$ cat src/hw/irsd_pkg.sv
// Constants for the internal register space decoder
`default_nettype none
package irsd_pkg;
  localparam int          IRSD_NBLK      = 6;
  localparam int          IRSD_OFF_W     = 21;
  localparam int          IRSD_BASE_LSB  = 21;
  localparam logic [31:0] IRSD_BASE_RST  = 32'hFF40_0000;
  localparam logic [2:0]  IRSD_WORD_SIZE = 3'h4;
  localparam logic [1:0]  IRSD_ALIGN_OK  = 2'h0;

  // Block indices into the select vector
  localparam int IRSD_IDX_INTC  = 0;
  localparam int IRSD_IDX_GTM1  = 1;
  localparam int IRSD_IDX_PMC   = 2;
  localparam int IRSD_IDX_DSP1  = 3;
  localparam int IRSD_IDX_DSP2  = 4;
  localparam int IRSD_IDX_USB   = 5;

  // Window start, window size, sub-window stride and implemented bytes per sub-window
  localparam logic [20:0] IRSD_WIN_LO [IRSD_NBLK] = '{
    21'h0_0700, 21'h0_0500, 21'h0_0B00, 21'h0_4500, 21'h0_4900, 21'h2_3000};
  localparam logic [20:0] IRSD_WIN_SZ [IRSD_NBLK] = '{
    21'h0_0100, 21'h0_0100, 21'h0_0100, 21'h0_0200, 21'h0_0200, 21'h0_1000};
  localparam logic [20:0] IRSD_SUB_SZ [IRSD_NBLK] = '{
    21'h0_0100, 21'h0_0100, 21'h0_0100, 21'h0_0100, 21'h0_0100, 21'h0_1000};
  localparam logic [20:0] IRSD_IMPL_SZ [IRSD_NBLK] = '{
    21'h0_0080, 21'h0_0040, 21'h0_0014, 21'h0_0012, 21'h0_0012, 21'h0_0500};
endpackage
`default_nettype wire

$ cat src/hw/irsd_win_match.sv
// Window match for one block of the internal register space
`default_nettype none
module irsd_win_match
  import irsd_pkg::*;
#(
  parameter logic [20:0] WIN_LO  = 21'h0_0000,
  parameter logic [20:0] WIN_SZ  = 21'h0_0100,
  parameter logic [20:0] SUB_SZ  = 21'h0_0100,
  parameter logic [20:0] IMPL_SZ = 21'h0_0004
)(
  input  wire logic [20:0] offset_i,  // Offset inside the register region
  output logic             win_o,     // Offset inside the whole window
  output logic             impl_o     // Offset on an implemented byte
);
  logic [20:0] rel;
  logic [20:0] sub;

  assign rel    = offset_i - WIN_LO;
  // Strides are powers of two, so the sub-window offset is a mask
  assign sub    = rel & (SUB_SZ - 21'h00_0001);
  assign win_o  = (offset_i >= WIN_LO) && (rel < WIN_SZ);
  assign impl_o = win_o && (sub < IMPL_SZ);
endmodule
`default_nettype wire

$ cat src/hw/irsd_decoder.sv
// Internal register space decoder: base register, window decode, read return
`default_nettype none

module irsd_decoder
  import irsd_pkg::*;
(
  input  wire logic                   clk_i,          // Core bus clock
  input  wire logic                   sys_rst_i,      // Synchronous reset, active high
  input  wire logic                   base_wr_i,      // Load the base register
  input  wire logic [31:0]            base_wdata_i,   // New base value
  output logic      [31:0]            base_o,         // Base register read-back
  input  wire logic                   req_valid_i,    // Access request
  input  wire logic                   req_write_i,    // 1 write, 0 read
  input  wire logic [31:0]            req_addr_i,     // Local byte address
  input  wire logic [2:0]             req_size_i,     // Access size in bytes
  input  wire logic [31:0]            req_wdata_i,    // Write data
  output logic      [IRSD_NBLK-1:0]   blk_sel_o,      // One-hot block select
  output logic                        blk_valid_o,    // Forwarded access strobe
  output logic                        blk_write_o,    // Forwarded direction
  output logic      [IRSD_OFF_W-1:0]  blk_offset_o,   // Offset inside the region
  output logic      [31:0]            blk_wdata_o,    // Forwarded write data
  input  wire logic [IRSD_NBLK*32-1:0] blk_rdata_i,   // Read data of every block
  output logic                        rsp_valid_o,    // Access completed
  output logic      [31:0]            rsp_rdata_o,    // Read data
  output logic                        rsp_size_err_o, // Size or alignment error
  output logic                        rsp_reserved_o, // Reserved location hit
  output logic                        rsp_miss_o      // Address outside the region
);
  logic [31:IRSD_BASE_LSB]  base_hi;
  logic [IRSD_OFF_W-1:0]    offset;
  logic                     in_region;
  logic                     size_ok;
  logic [IRSD_NBLK-1:0]     win_hit;
  logic [IRSD_NBLK-1:0]     impl_hit;
  logic [IRSD_NBLK-1:0]     next_sel;
  logic                     fwd;
  logic                     s1_valid;
  logic                     s1_read;
  logic                     s1_err;
  logic                     s1_resv;
  logic                     s1_miss;
  logic [31:0]              next_rdata;

  // Region is aligned to its size, so only the upper base bits are stored
  always_ff @(posedge clk_i)
  begin
    if (sys_rst_i)
      base_hi <= IRSD_BASE_RST[31:IRSD_BASE_LSB];
    else if (base_wr_i)
      base_hi <= base_wdata_i[31:IRSD_BASE_LSB];
  end

  // Low base bits have no storage and read as zero
  assign base_o = {base_hi, {IRSD_BASE_LSB{1'b0}}};

  // With an aligned base the subtraction reduces to the low address bits
  assign in_region = (req_addr_i[31:IRSD_BASE_LSB] == base_hi);
  assign offset    = req_addr_i[IRSD_OFF_W-1:0];
  assign size_ok   = (req_size_i == IRSD_WORD_SIZE) && (req_addr_i[1:0] == IRSD_ALIGN_OK);

  generate
    for (genvar g = 0; g < IRSD_NBLK; g++)
    begin : g_win
      irsd_win_match #(
        .WIN_LO  (IRSD_WIN_LO[g]),
        .WIN_SZ  (IRSD_WIN_SZ[g]),
        .SUB_SZ  (IRSD_SUB_SZ[g]),
        .IMPL_SZ (IRSD_IMPL_SZ[g])
      ) u_match (
        .offset_i (offset),
        .win_o    (win_hit[g]),
        .impl_o   (impl_hit[g])
      );
    end
  endgenerate

  // Windows do not overlap, so at most one bit is set
  assign next_sel = (in_region && size_ok) ? impl_hit : '0;
  assign fwd      = req_valid_i && (next_sel != '0);

  always_ff @(posedge clk_i)
  begin
    if (sys_rst_i)
    begin
      blk_sel_o   <= '0;
      blk_valid_o <= 1'b0;
    end
    else
    begin
      blk_sel_o   <= fwd ? next_sel : '0;
      blk_valid_o <= fwd;
    end
  end

  always_ff @(posedge clk_i)
  begin
    if (sys_rst_i)
    begin
      blk_write_o  <= 1'b0;
      blk_offset_o <= '0;
      blk_wdata_o  <= '0;
    end
    else if (fwd)
    begin
      blk_write_o  <= req_write_i;
      blk_offset_o <= offset;
      blk_wdata_o  <= req_wdata_i;
    end
  end

  // Classification of every request, forwarded or not
  always_ff @(posedge clk_i)
  begin
    if (sys_rst_i)
    begin
      s1_valid <= 1'b0;
      s1_read  <= 1'b0;
      s1_err   <= 1'b0;
      s1_resv  <= 1'b0;
      s1_miss  <= 1'b0;
    end
    else
    begin
      s1_valid <= req_valid_i;
      s1_read  <= req_valid_i && !req_write_i;
      s1_miss  <= req_valid_i && !in_region;
      s1_err   <= req_valid_i && in_region && !size_ok;
      // Reserved reads and writes are flagged here; neither reaches any block
      s1_resv  <= req_valid_i && in_region && size_ok && (impl_hit == '0);
    end
  end

  // Read mux; anything not read from a selected block returns zero
  always_comb
  begin
    next_rdata = '0;
    for (int i = 0; i < IRSD_NBLK; i++)
    begin
      if (blk_sel_o[i] && s1_read)
        next_rdata = blk_rdata_i[i*32 +: 32];
    end
  end

  always_ff @(posedge clk_i)
  begin
    if (sys_rst_i)
    begin
      rsp_valid_o    <= 1'b0;
      rsp_rdata_o    <= '0;
      rsp_size_err_o <= 1'b0;
      rsp_reserved_o <= 1'b0;
      rsp_miss_o     <= 1'b0;
    end
    else
    begin
      rsp_valid_o    <= s1_valid;
      rsp_rdata_o    <= next_rdata;
      rsp_size_err_o <= s1_err;
      rsp_reserved_o <= s1_resv;
      rsp_miss_o     <= s1_miss;
    end
  end
endmodule
`default_nettype wire

$ cat config.mk
export PLATFORM = sky130hd
export DESIGN_NAME = irsd_decoder
export DESIGN_NICKNAME = d
export VERILOG_FILES = /design/src/hw/irsd_pkg.sv /design/src/hw/irsd_win_match.sv /design/src/hw/irsd_decoder.sv
export SDC_FILE = /design/constraint.sdc
export NUM_CORES = 1
export LEC_CHECK = 0
export ABC_AREA = 1
export BUFFER_PORTS_ARGS = -buffer_cell sky130_fd_sc_hd__buf_2
export CORE_AREA = 8 8 159 161
export CTS_CLUSTER_DIAMETER = 120
export DETAILED_ROUTE_END_ITERATION = 10
export DIE_AREA = 0 0 167 169
export GPL_TIMING_DRIVEN = 1
export PLACE_DENSITY = 0.73
export SYNTH_ARGS = -nofsm -noshare
export SYNTH_HDL_FRONTEND = slang
export SYNTH_SLANG_ARGS = --single-unit
$ cat constraint.sdc
create_clock -name clk_i -period 3.7 [get_ports clk_i]
set_input_delay 1.11 -clock clk_i [delete_from_list [all_inputs] [get_ports clk_i]]
set_output_delay 1.11 -clock clk_i [all_outputs]
set_load 0.005 [all_outputs]
# Word level (Yosys, flattened, before mapping)
# Cells that the tools add are included.
word_totals:
  in_bits: 296
  reg_bits: 113
  word_cells: 84
  out_inout_bits: 129
classes:
  order_cmp: 18
  eq_ne: 2
  bitwise: 1
  n_addsub: 6
  muxes: 7
  reduce_logical: 34
op_table:
  columns: ["op", "n"]
  rows:
  - ["2-to-1 mux 32 bit", 6]
  - ["less-than comparator 21 x 9 -> 1 bit, second input constant", 3]
  - ["greater-or-equal comparator 21 x 11 -> 1 bit, second input constant", 2]
  - ["greater-or-equal comparator 21 x 15 -> 1 bit, second input constant", 2]
  - ["less-than comparator 21 x 10 -> 1 bit, second input constant", 2]
  - ["subtractor 21 x 11 -> 21 bit, second input constant", 2]
  - ["subtractor 21 x 15 -> 21 bit, second input constant", 2]
  - ["logical AND 1 bit", 27]
  - ["less-than comparator 8 x 5 -> 1 bit, second input constant", 3]
  - ["greater-or-equal comparator 21 x 12 -> 1 bit, second input constant", 1]
  - ["greater-or-equal comparator 21 x 18 -> 1 bit, second input constant", 1]
  - ["less-than comparator 21 x 13 -> 1 bit, second input constant", 1]
  - ["subtractor 21 x 12 -> 21 bit, second input constant", 1]
  - ["subtractor 21 x 18 -> 21 bit, second input constant", 1]
  - ["less-than comparator 12 x 11 -> 1 bit, second input constant", 1]
  - ["equality test 11 bit", 1]
  - ["less-than comparator 8 x 7 -> 1 bit, second input constant", 1]
  - ["less-than comparator 8 bit, second input constant", 1]
  - ["zero test 6 bit", 1]
  - ["2-to-1 mux 6 bit", 1]
  - ["nonzero test 6 bit", 1]
  - ["equality test 3 bit, second input constant", 1]
  - ["zero test 1 bit", 3]
  - ["zero test 2 bit", 1]
  - ["2 further kinds", 2]

# Longest topological paths before layout
# Gate-level depths: netlist of run 1.
depth:
  word_depth: 9
  depth_mapped: 20
  mapped_depth_nobuf: 18

# Hierarchy
# A second synthesis of run 1 with hierarchy kept.
unflattened:
  cells_unflattened: 1288
  hier_area_um2: 7552.2
by_module_without_submodules:
  columns: ["module", "n_inst", "seq_area_each_um2", "area_per_inst_um2", "cells_per_inst"]
  rows:
  - ["irsd_decoder", 1, 2262.2, 5885.6, 929]
  - ["irsd_win_match (g_win[1].u_match)", 1, 0.0, 337.8, 71]
  - ["irsd_win_match (g_win[2].u_match)", 1, 0.0, 327.8, 73]
  - ["irsd_win_match (g_win[0].u_match)", 1, 0.0, 307.8, 63]
  - ["irsd_win_match (g_win[3].u_match)", 1, 0.0, 292.8, 64]
  - ["irsd_win_match (g_win[5].u_match)", 1, 0.0, 203.9, 44]
  - ["irsd_win_match (g_win[4].u_match)", 1, 0.0, 196.4, 44]

# Worst setup path after synthesis of run 1
# OpenSTA, ideal clock, no wires.
synth_path:
  path_kind: "input to register"
  from: "input req_addr_i[13]"
  to: "register blk_write_o"
  t_arrival_ns: 3.018
  cell_stages: 19
  setup_ns: 0.115
  t_required_ns: 3.585
  path_buffers: 4
  slack_ns: 0.566
  path_cell_list: "buf_2 > inv_2 > ha_1 > buf_2 > nand2_1 > nor2_2 > nand2_1 > nand2_1 > nand2_1 > nand3_1 > nor2_1 > nand2_1 > nand2_1 > nor2_1 > nand2_2 > buf_6 > buf_6 > a21oi_1 > nor2_1"
synth_via:
  elab_chain_len: 7
  elab_cells_between_ends: 33
  classes_between: "6 x add/sub; 12 x order compare; 1 x mux; 14 x reduce/logical"
synth_rtl:
  columns: ["item", "line_no", "source"]
  rows:
  - ["start, declared", "irsd_decoder.sv:14", "input wire logic [31:0] req_addr_i,"]
  - ["subtractor 21 x 11 -> 21 bit (tied with other cells)", "irsd_win_match.sv:18", "assign rel = offset_i - WIN_LO;"]
  - ["less-than comparator 21 x 9 -> 1 bit (tied with other cells)", "irsd_win_match.sv:21", "assign win_o = (offset_i >= WIN_LO) && (rel < WIN_SZ);"]
  - ["logical AND 1 bit", "irsd_win_match.sv:21", null]
  - ["logical AND 1 bit", "irsd_win_match.sv:22", "assign impl_o = win_o && (sub < IMPL_SZ);"]
  - ["2-to-1 mux 6 bit (*)", "irsd_decoder.sv:78", "assign next_sel = (in_region && size_ok) ? impl_hit : '0;"]
  - ["nonzero test 6 bit (*)", "irsd_decoder.sv:79", "assign fwd = req_valid_i && (next_sel != '0);"]
  - ["logical AND 1 bit (*)", "irsd_decoder.sv:79", null]
  - ["end signal, assigned", "irsd_decoder.sv:105", "blk_write_o <= req_write_i;"]
  - ["end, declared", "irsd_decoder.sv:19", "output logic blk_write_o,"]
# Every way passes the cells marked *; elsewhere a longest branch is shown, timed or not.
# A chain may end at the register's enable or synchronous reset.

# Worst setup path in the final report of run 1
layout_path:
  from: "input req_addr_i[8]"
  to: "register blk_wdata_o[27]"
layout_via:
  elab_chain_len: 7
  elab_cells_between_ends: 34
  classes_between: "6 x add/sub; 13 x order compare; 1 x mux; 14 x reduce/logical"
layout_rtl:
  columns: ["item", "line_no", "source"]
  rows:
  - ["subtractor 21 x 11 -> 21 bit (tied with other cells)", "irsd_win_match.sv:18", null]
  - ["less-than comparator 21 x 9 -> 1 bit (tied with other cells)", "irsd_win_match.sv:21", null]
  - ["logical AND 1 bit", "irsd_win_match.sv:21", null]
  - ["logical AND 1 bit", "irsd_win_match.sv:22", null]
  - ["2-to-1 mux 6 bit (*)", "irsd_decoder.sv:78", null]
  - ["nonzero test 6 bit (*)", "irsd_decoder.sv:79", null]
  - ["logical AND 1 bit (*)", "irsd_decoder.sv:79", null]
  - ["end signal, assigned", "irsd_decoder.sv:107", "blk_wdata_o <= req_wdata_i;"]
  - ["end, declared", "irsd_decoder.sv:21", "output logic [31:0] blk_wdata_o,"]
# Marked as above.

==> results of run 1 <==
[logic make-up after synthesis]
logic type / count (synthesis) / synth area share [%]
buffers and inverters: 218 / 12.0
AO/OA/AOI/OAI: 208 / 14.7
AND/OR/NAND/NOR: 783 / 42.1
XOR/XNOR: 15 / 1.65
flip-flops: 113 / 28.5
other: 1 / 0.0472
adder cells (fa/ha/maj): 7 / 1.10
[through the flow]
stage | instances | setup slack [ns]
2_1_floorplan | 1365 | 0.566
3_3_place_gp | 1970 | 0.146
3_5_place_dp | 1970 | 0.172
4_1_cts | 2002 | 0.608
5_1_grt | 2008 | 0.385
6_report | 2008 | 0.521
[where the power goes]
part	switching [W]	total, W	internal, W
Sequential	0.0000101	0.00124	0.00123
Combinational	0.000298	0.000508	0.000211
Clock	0.000663	0.00154	0.000875
Total	0.000971	0.00328	0.00231
[cells in the final DEF, fill, tap and decap left out, drive strengths merged, types with 2 or more instances in the layout]
master / n
nand3b: 2
inv: 118
clkinvlp: 4
a31oi: 32
nand3: 228
o211ai: 33
xor2: 11
buf: 421
nand4: 19
a21oi: 56
nor4: 3
nor3: 14
o21ai: 86
diode: 6
conb: 21
xnor2: 4
ha: 7
dfxtp: 113
clkbuf: 17
nand2: 358
or2: 2
nor2: 154
clkinv: 5
[critical path: stages]
cell     delay [ns]
buf_2          0.11
buf_4          0.16
o21ai_1        0.31
inv_1          0.16
nand2_1        0.08
nand2_1        0.18
o21ai_1        0.28
inv_1          0.06
nor2_1         0.10
nand2_1        0.06
nor2_1         0.08
nor2_1         0.09
nand2_2        0.24
buf_12         0.23
nand3_1        0.11
nand2_1        0.08
nor2_1         0.04
[layer usage]
metal	GRT usage, %	part of all wire [%]	up-vias
met2	42.8	49	535
met3	5.64	8.2	99
met5	0	0.081	-
met1	27.6	38	4751
li1	-	-	5125
met4	13.0	4.7	4
[cell type report]
type	instances	share of cell area, %
Multi-Input combinational cell	1034	45.1
Timing Repair Buffer	421	21.2
Sequential cell	113	21.1
Clock buffer	17	3.97
Inverter	112	3.95
Tap cell	290	3.39
Clock inverter	15	1.17
Antenna cell	6	0.140
[path summary, 6_finish.rpt]
check                                    startpoint  slack (ns)  depth (start not counted)                           end
worst max register to register   s1_read$_SDFF_PP0_        1.06                          4     rsp_rdata_o[2]$_SDFF_PP0_
worst min-delay path            s1_valid$_SDFF_PP0_        0.40                          2        rsp_valid_o$_SDFF_PP0_
worst max-delay path                  req_addr_i[8]        0.52                         17  blk_wdata_o[27]$_SDFFE_PP0P_
worst min register to register  s1_valid$_SDFF_PP0_        0.40                          2        rsp_valid_o$_SDFF_PP0_
[flip-flops by register name, summed over array words and instances (netlist names)]
name	flops
rsp_valid_o	1
blk_valid_o	1
blk_sel_o	6
s1_miss	1
rsp_miss_o	1
rsp_rdata_o	32
blk_write_o	1
s1_valid	1
blk_offset_o	21
rsp_reserved_o	1
blk_wdata_o	32
base_hi	11
s1_err	1
s1_read	1
rsp_size_err_o	1
s1_resv	1
==> summary.md, run 1 <==
In the synthesized netlist, the cells that appear most often are nand2_1 (356), nand3_1 (227), nor2_1 (149), dfxtp_1 (113), inv_1 (93). The synthesized design contains 113 register bits. STA puts the critical path data required time at 4.01 ns. Each instance of the synthesized netlist takes up on average 5.91 um2. Nature of the critical path startpoint: an input pin.

The via-per-instance ratio came out at 5.24. The row count is 56, and the final routed wirelength across all metal layers is 37000 um. The number of cells upsized or downsized after cts is 0. The arrival time at the worst endpoint is 3.49 ns, and the area fraction of the dominant cell type after synthesis is 28.5%. The area of combinational cells with multiple inputs came out at 4820 um2. Wire length of the first global-routing pass: 54900 um.

The tools report the number of antenna violations at the first check in global routing as 8. The worst hold margin is 0.403 ns, and the fraction of synthesis flops using an asynchronous set or reset pin is 0%. Clock-pin slew was measured on the worst setup and hold paths at 0.07 ns. The logs give 0.267 mV for the worst IR drop on VDD and 7950 um2 for the synthesized area. Clock tree synthesis found a total of 113 sinks. In this run the tool buffered the top-level ports with 382 buffer cells. The tools report the total via count after detailed routing as 10.5k.

After the last flow step, the layout net total stands at 2002. The category of the most critical setup path is in -> reg. The run gives 0 as the number of buffers added to fix hold violations after cts. The number of endpoints failing setup at the final stage is 0. TritonCTS built the clock tree. For this run the aggregate overflow at the end of global routing stands at 0. The logs give 24.5% for the global router's overall resource usage and 0 for the number of hold violations in the final report. The die is 167 um wide. In this run, CTS created clock tree buffers numbering 17. Entering global routing, the biggest net connects 81 pins. The design draws 0.00328 W. Total number of H-tree levels: 4. Total of max-cap violations: 0.

After detailed routing, the number of remaining DRC violations is 0. The area inside the core boundary is 22900 um2, and the peak fanout along the critical path is 35. Counting flops with a built-in enable in the synthesized netlist gives 0. The flow ran to the end, and the final reports show no timing, DRC or antenna violations.

In this run the remaining antenna-violating nets after routing total 0. The path class of the tightest hold or removal check is reg -> reg. After filler insertion, the fill cell instance count of the layout stands at 2420. The worst setup path is captured at a register.

Pin placement for this block handled 425 I/O pins. After routing the design area is 10700 um2. After detailed placement, the total cell area comes to 10100 um2. The run gives 20.2% as the worst-case headroom to the max-slew limit.

The ratio of total power to cell area is 307 nW/um2, and the weighted congestion reported at the end of routability-driven placement is 1.01. For this run, the detailed router's first-pass iteration total came to 6. Setup repair after global routing left no endpoint under its margin. The logs give 0.41 ns for the clock latency on the worst-skew pair and 5.67 nW for the leakage component of the power.

Share of the yosys chip area belonging to registers: 28.5%. For this run, the leading register cell type out of synthesis is dfxtp_1. Number of slew-limit violations in the final report: 0. The aggregate negative setup slack was 0 ns. The cell accounting for the most synthesized area is dfxtp_1.

CTS placed an instance of clkbuf_16 at the clock tree root. The number of global-route vias before repair was 9642; the utilization after layout was 46.7%. Among all cell types in the netlist, the one instantiated most often is nand2_1. After the first detailed-routing iteration, the DRC count stood at 1338. The half-perimeter wire length after detailed placement is 29000 um, and the register area is 2260 um2. For the pin with the worst max-slew slack, the measured transition is 1.19 ns. Yosys attributes the largest share of cell area to dfxtp_1 (28%), nand2_1 (17%), nand3_1 (14%). The tools report the total of warnings raised by yosys as 0. The maximum clock path buffer count was 2; the growth of design area from synthesis to finish was 34.6%.

The die covers 28200 um2. Of the available clock period, the critical path in the final layout requires 85.9%. The die is 169 um tall.

The starting density of the core is 34.7%. The run gives 0.0107 ns as the clock skew after layout. Cells with a size suffix above 1 make up 28.3% of the layout. The peak clock frequency supported by timing was 315 MHz; the count of unique library cells instantiated by Yosys was 35.

After detailed routing, the average wire length per cell comes to 18.4 um. After layout, the minimum clock period comes to 3.18 ns. Synthesis handed over a netlist of 1345 instances. The number of setup buffers added after CTS is 0.
Note: power is estimated with default switching activity, not from simulation.
==> run 2, diff against run 1 <==
- CORE_AREA: 8 8 159 161 -> 5 5 161 163
- DIE_AREA: 0 0 167 169 -> 0 0 166 168
- PLACE_DENSITY: 0.73 -> 0.7
==> summary.md, run 2 (synthesis gave the netlist of run 1 again) <==
The critical path capture point type is a register. The ratio of total power to cell area works out to 319 nW/um2 (+4.1%). The run finished with clean final reports. The width of the die is 166 um (-0.60%). Worst min-delay path category: reg -> reg. The tools report the number of buffers added to fix hold violations after cts as 0 (unchanged).

The peak fanout along the critical path was 7 (-80%). The run gives 4.01 ns (about the same) as the critical path required time. The number of slew-limit violations in the final report came out at 0 (unchanged).

The starting density of the core came out at 32.9% (-1.8 points). The average detailed-routed wire length per instance was 17.6 um (-4.5%); the first-pass detailed-route iteration total was 6 (unchanged). Setup repair after global routing left no endpoint under its margin. The number of CTS-inserted buffers was 17 (unchanged). The logs give 0 (unchanged) for the number of design rule violations left after detail routing and 113 (unchanged) for the number of clock sinks. The maximum number of pins on one net before global-route repair was 99 (+22%). Final routed wirelength across all metal layers: 36200 um (-2.0%). Number of global-route vias before repair: 9864 (+2.3%). For the internal portion of total power, the log shows 0.00251 W (+8.7%).

The register clock-pin slew on the reported worst setup and hold paths is 0.06 ns (about the same), and the clock latency on the worst-skew pair is 0.42 ns (about the same). The number of inserted filler cells in the final layout was 2629 (+8.6%). The logs give 35.4% (-2.3 points) for the portion of total power attributed to sequential cells and 5.80 nW (+2.2%) for the leakage component of the power.

The tools report the number of antenna violations at the first check in global routing as 6 (-2). The net count reported at finish was 2022 (+1.0%). In the layout the commonest cells are buf_2 (382), nand2_1 (353), nand3_1 (227). The fraction of power consumed by the clock network was 49.9% (+3.1 points); the arrival time at the worst endpoint was 3.47 ns (-0.02 ns). The largest registers in the layout are blk_wdata_o (32), rsp_rdata_o (32), blk_offset_o (21). The share of layout cells above drive strength 1 came out at 29.1% (+0.85 points).

Floorplan die area: 27900 um2 (-1.2%). For the total number of H-tree levels, the log shows 4 (unchanged). The nature of the critical path startpoint is an input pin. The final critical path time including I/O delays and setup is 3.16 ns (-0.0167 ns), and the worst IR drop on VDD is 0.245 mV (-8.3%). The weighted congestion reported at the end of routability-driven placement came out at 0.977 (-3.0%). The run gives 0.000983 W (+1.3%) as the net switching power. The number of endpoints failing setup at the final stage is 0 (unchanged).

Leaving out fill and tap cells, the most frequent cell in the layout is buf_2. The run gives 24200 um2 (+5.5%) as the area inside the core boundary. Row count: 57 (+1.8%). Maximum clock path buffer count: 2 (unchanged). Root buffer selected by CTS: clkbuf_16.

The peak clock frequency supported by timing is 316 MHz (+0.53%). The number of setup buffers added after CTS is 0 (unchanged), and the transition time of the tightest slew-check pin is 1.22 ns (+0.0285 ns). The logs give 0 (unchanged) for the remaining number of nets flagged by the antenna check after routing and 0 ns (unchanged) for the aggregate negative setup slack. The run gives 2024 (+2.7%) as the number of cells after detailed placement.

Count of input and output buffers: 382 (unchanged). The net switching share of the total power was 28.1% (-1.5 points). The share of power burned in combinational logic is 14.7% (-0.8 points).

The run gives 2061 (+2.6%) as the number of cells in the finished layout apart from fillers. TritonCTS built the clock tree. The via-per-instance ratio is 5.05 (-3.5%). The run gives 28100 um (-3.0%) as the half-perimeter wire length after detailed placement. The final clock period utilization by the worst path was 85.5% (-0.45 points). The growth of design area from synthesis to finish is 37.8%. The setup path with the least slack is of type in -> reg. The clock skew after layout is 0.0104 ns (-0.000233 ns), and the register-to-register setup slack is 1.14 ns (+0.08 ns).

The logs give 0 (unchanged) for the number of hold violations in the final report and 0 (unchanged) for the number of cells upsized or downsized after cts. The wire length of the first global-routing pass was 54800 um (-0.21%). The number of design-rule violations left by the first detailed-router iteration came out at 872 (-35%). The residual overflow from global routing is 0 (unchanged). The logs give 18.3% (-1.9 points) for the worst-case headroom to the max-slew limit and 10.4k (-0.97%) for the total via count after detailed routing. The die outline height is 168 um (-0.59%).

The number of I/O pins came out at 425 (unchanged). The logs give 24.3% (-0.21 points) for the global router's overall resource usage and 0 (unchanged) for the total of max-cap violations.
run 2: cell types whose count changed in the layout (fill, tap and decap cells not counted):
cell	change
inv_6	-4
dfxtp_2	+1
clkinv_4	+1
bufinv_16	+3
dfxtp_1	-1
clkinvlp_4	-1
buf_4	+20
run 2: worst paths after layout:
kind                        from                       endpoint  cells after the start
min reg2reg  s1_valid$_SDFF_PP0_         rsp_valid_o$_SDFF_PP0_                      2
min          s1_valid$_SDFF_PP0_         rsp_valid_o$_SDFF_PP0_                      2
max reg2reg   s1_read$_SDFF_PP0_      rsp_rdata_o[1]$_SDFF_PP0_                      8
max                req_addr_i[8]  blk_offset_o[16]$_SDFFE_PP0P_                     18
run 2: critical path, stage by stage:
cell and delay [ns]:
buf_2 0.12, buf_4 0.16, o21ai_1 0.30, inv_1 0.18, nand2_1 0.09, nand2_1 0.05
nor2_1 0.27, buf_4 0.19, nand2_1 0.05, nor2_1 0.09, nand3_1 0.07, nor2_1 0.18
nor2_1 0.06, nand2_1 0.12, nand2_1 0.12, buf_4 0.18, nand3_1 0.07, inv_1 0.04
run 2: layout make-up:
class | instances | area [um2] | share of cell area [%]
multi-input cells | 1034 | 4820 | 44.0
clock buffers | 17 | 425 | 3.88
flip-flops and latches | 113 | 2260 | 20.7
diodes | 6 | 15.0 | 0.137
well taps | 324 | 405 | 3.70
inverters | 112 | 423 | 3.86
clock inverters | 14 | 181 | 1.66
repair buffers | 441 | 2420 | 22.1
run 2: power by group through the flow:
stage / clock, W / combinational (W) / sequential (W)
global route: 0.00186 / 0.000569 / 0.00124
detailed placement: 0 / 0.000502 / 0.00127
global placement: 0 / 0.000496 / 0.00127
finish: 0.00174 / 0.000513 / 0.00124
floorplan: 0 / 0.000256 / 0.00126
CTS: 0.00179 / 0.000506 / 0.00124
run 2: per-layer routing:
layer / wire length, um / global-route usage, % / vias to the layer above
met5: 0 / 0 / -
met4: 1440 / 9.97 / 0
met3: 2990 / 5.84 / 76
met2: 17300 / 41.7 / 492
met1: 14500 / 29.3 / 4684
li1: - / - / 5160
run 2: metrics by stage:
| stage | cell area, um2 | power, W | setup slack [ns] | hold slack [ns] | utilization [%] |
|---|---|---|---|---|---|
| 2_1_floorplan | 8030 | 0.00152 | 0.566 | 0.388 | - |
| 3_3_place_gp | 10300 | 0.00176 | 0.162 | 0.394 | 42.7 |
| 3_5_place_dp | 10300 | 0.00177 | 0.164 | 0.396 | 42.7 |
| 4_1_cts | 10900 | 0.00354 | 0.591 | 0.404 | 45.2 |
| 5_1_grt | 11000 | 0.00367 | 0.235 | 0.419 | 45.3 |
| 6_report | 11000 | 0.00350 | 0.537 | 0.403 | 45.3 |
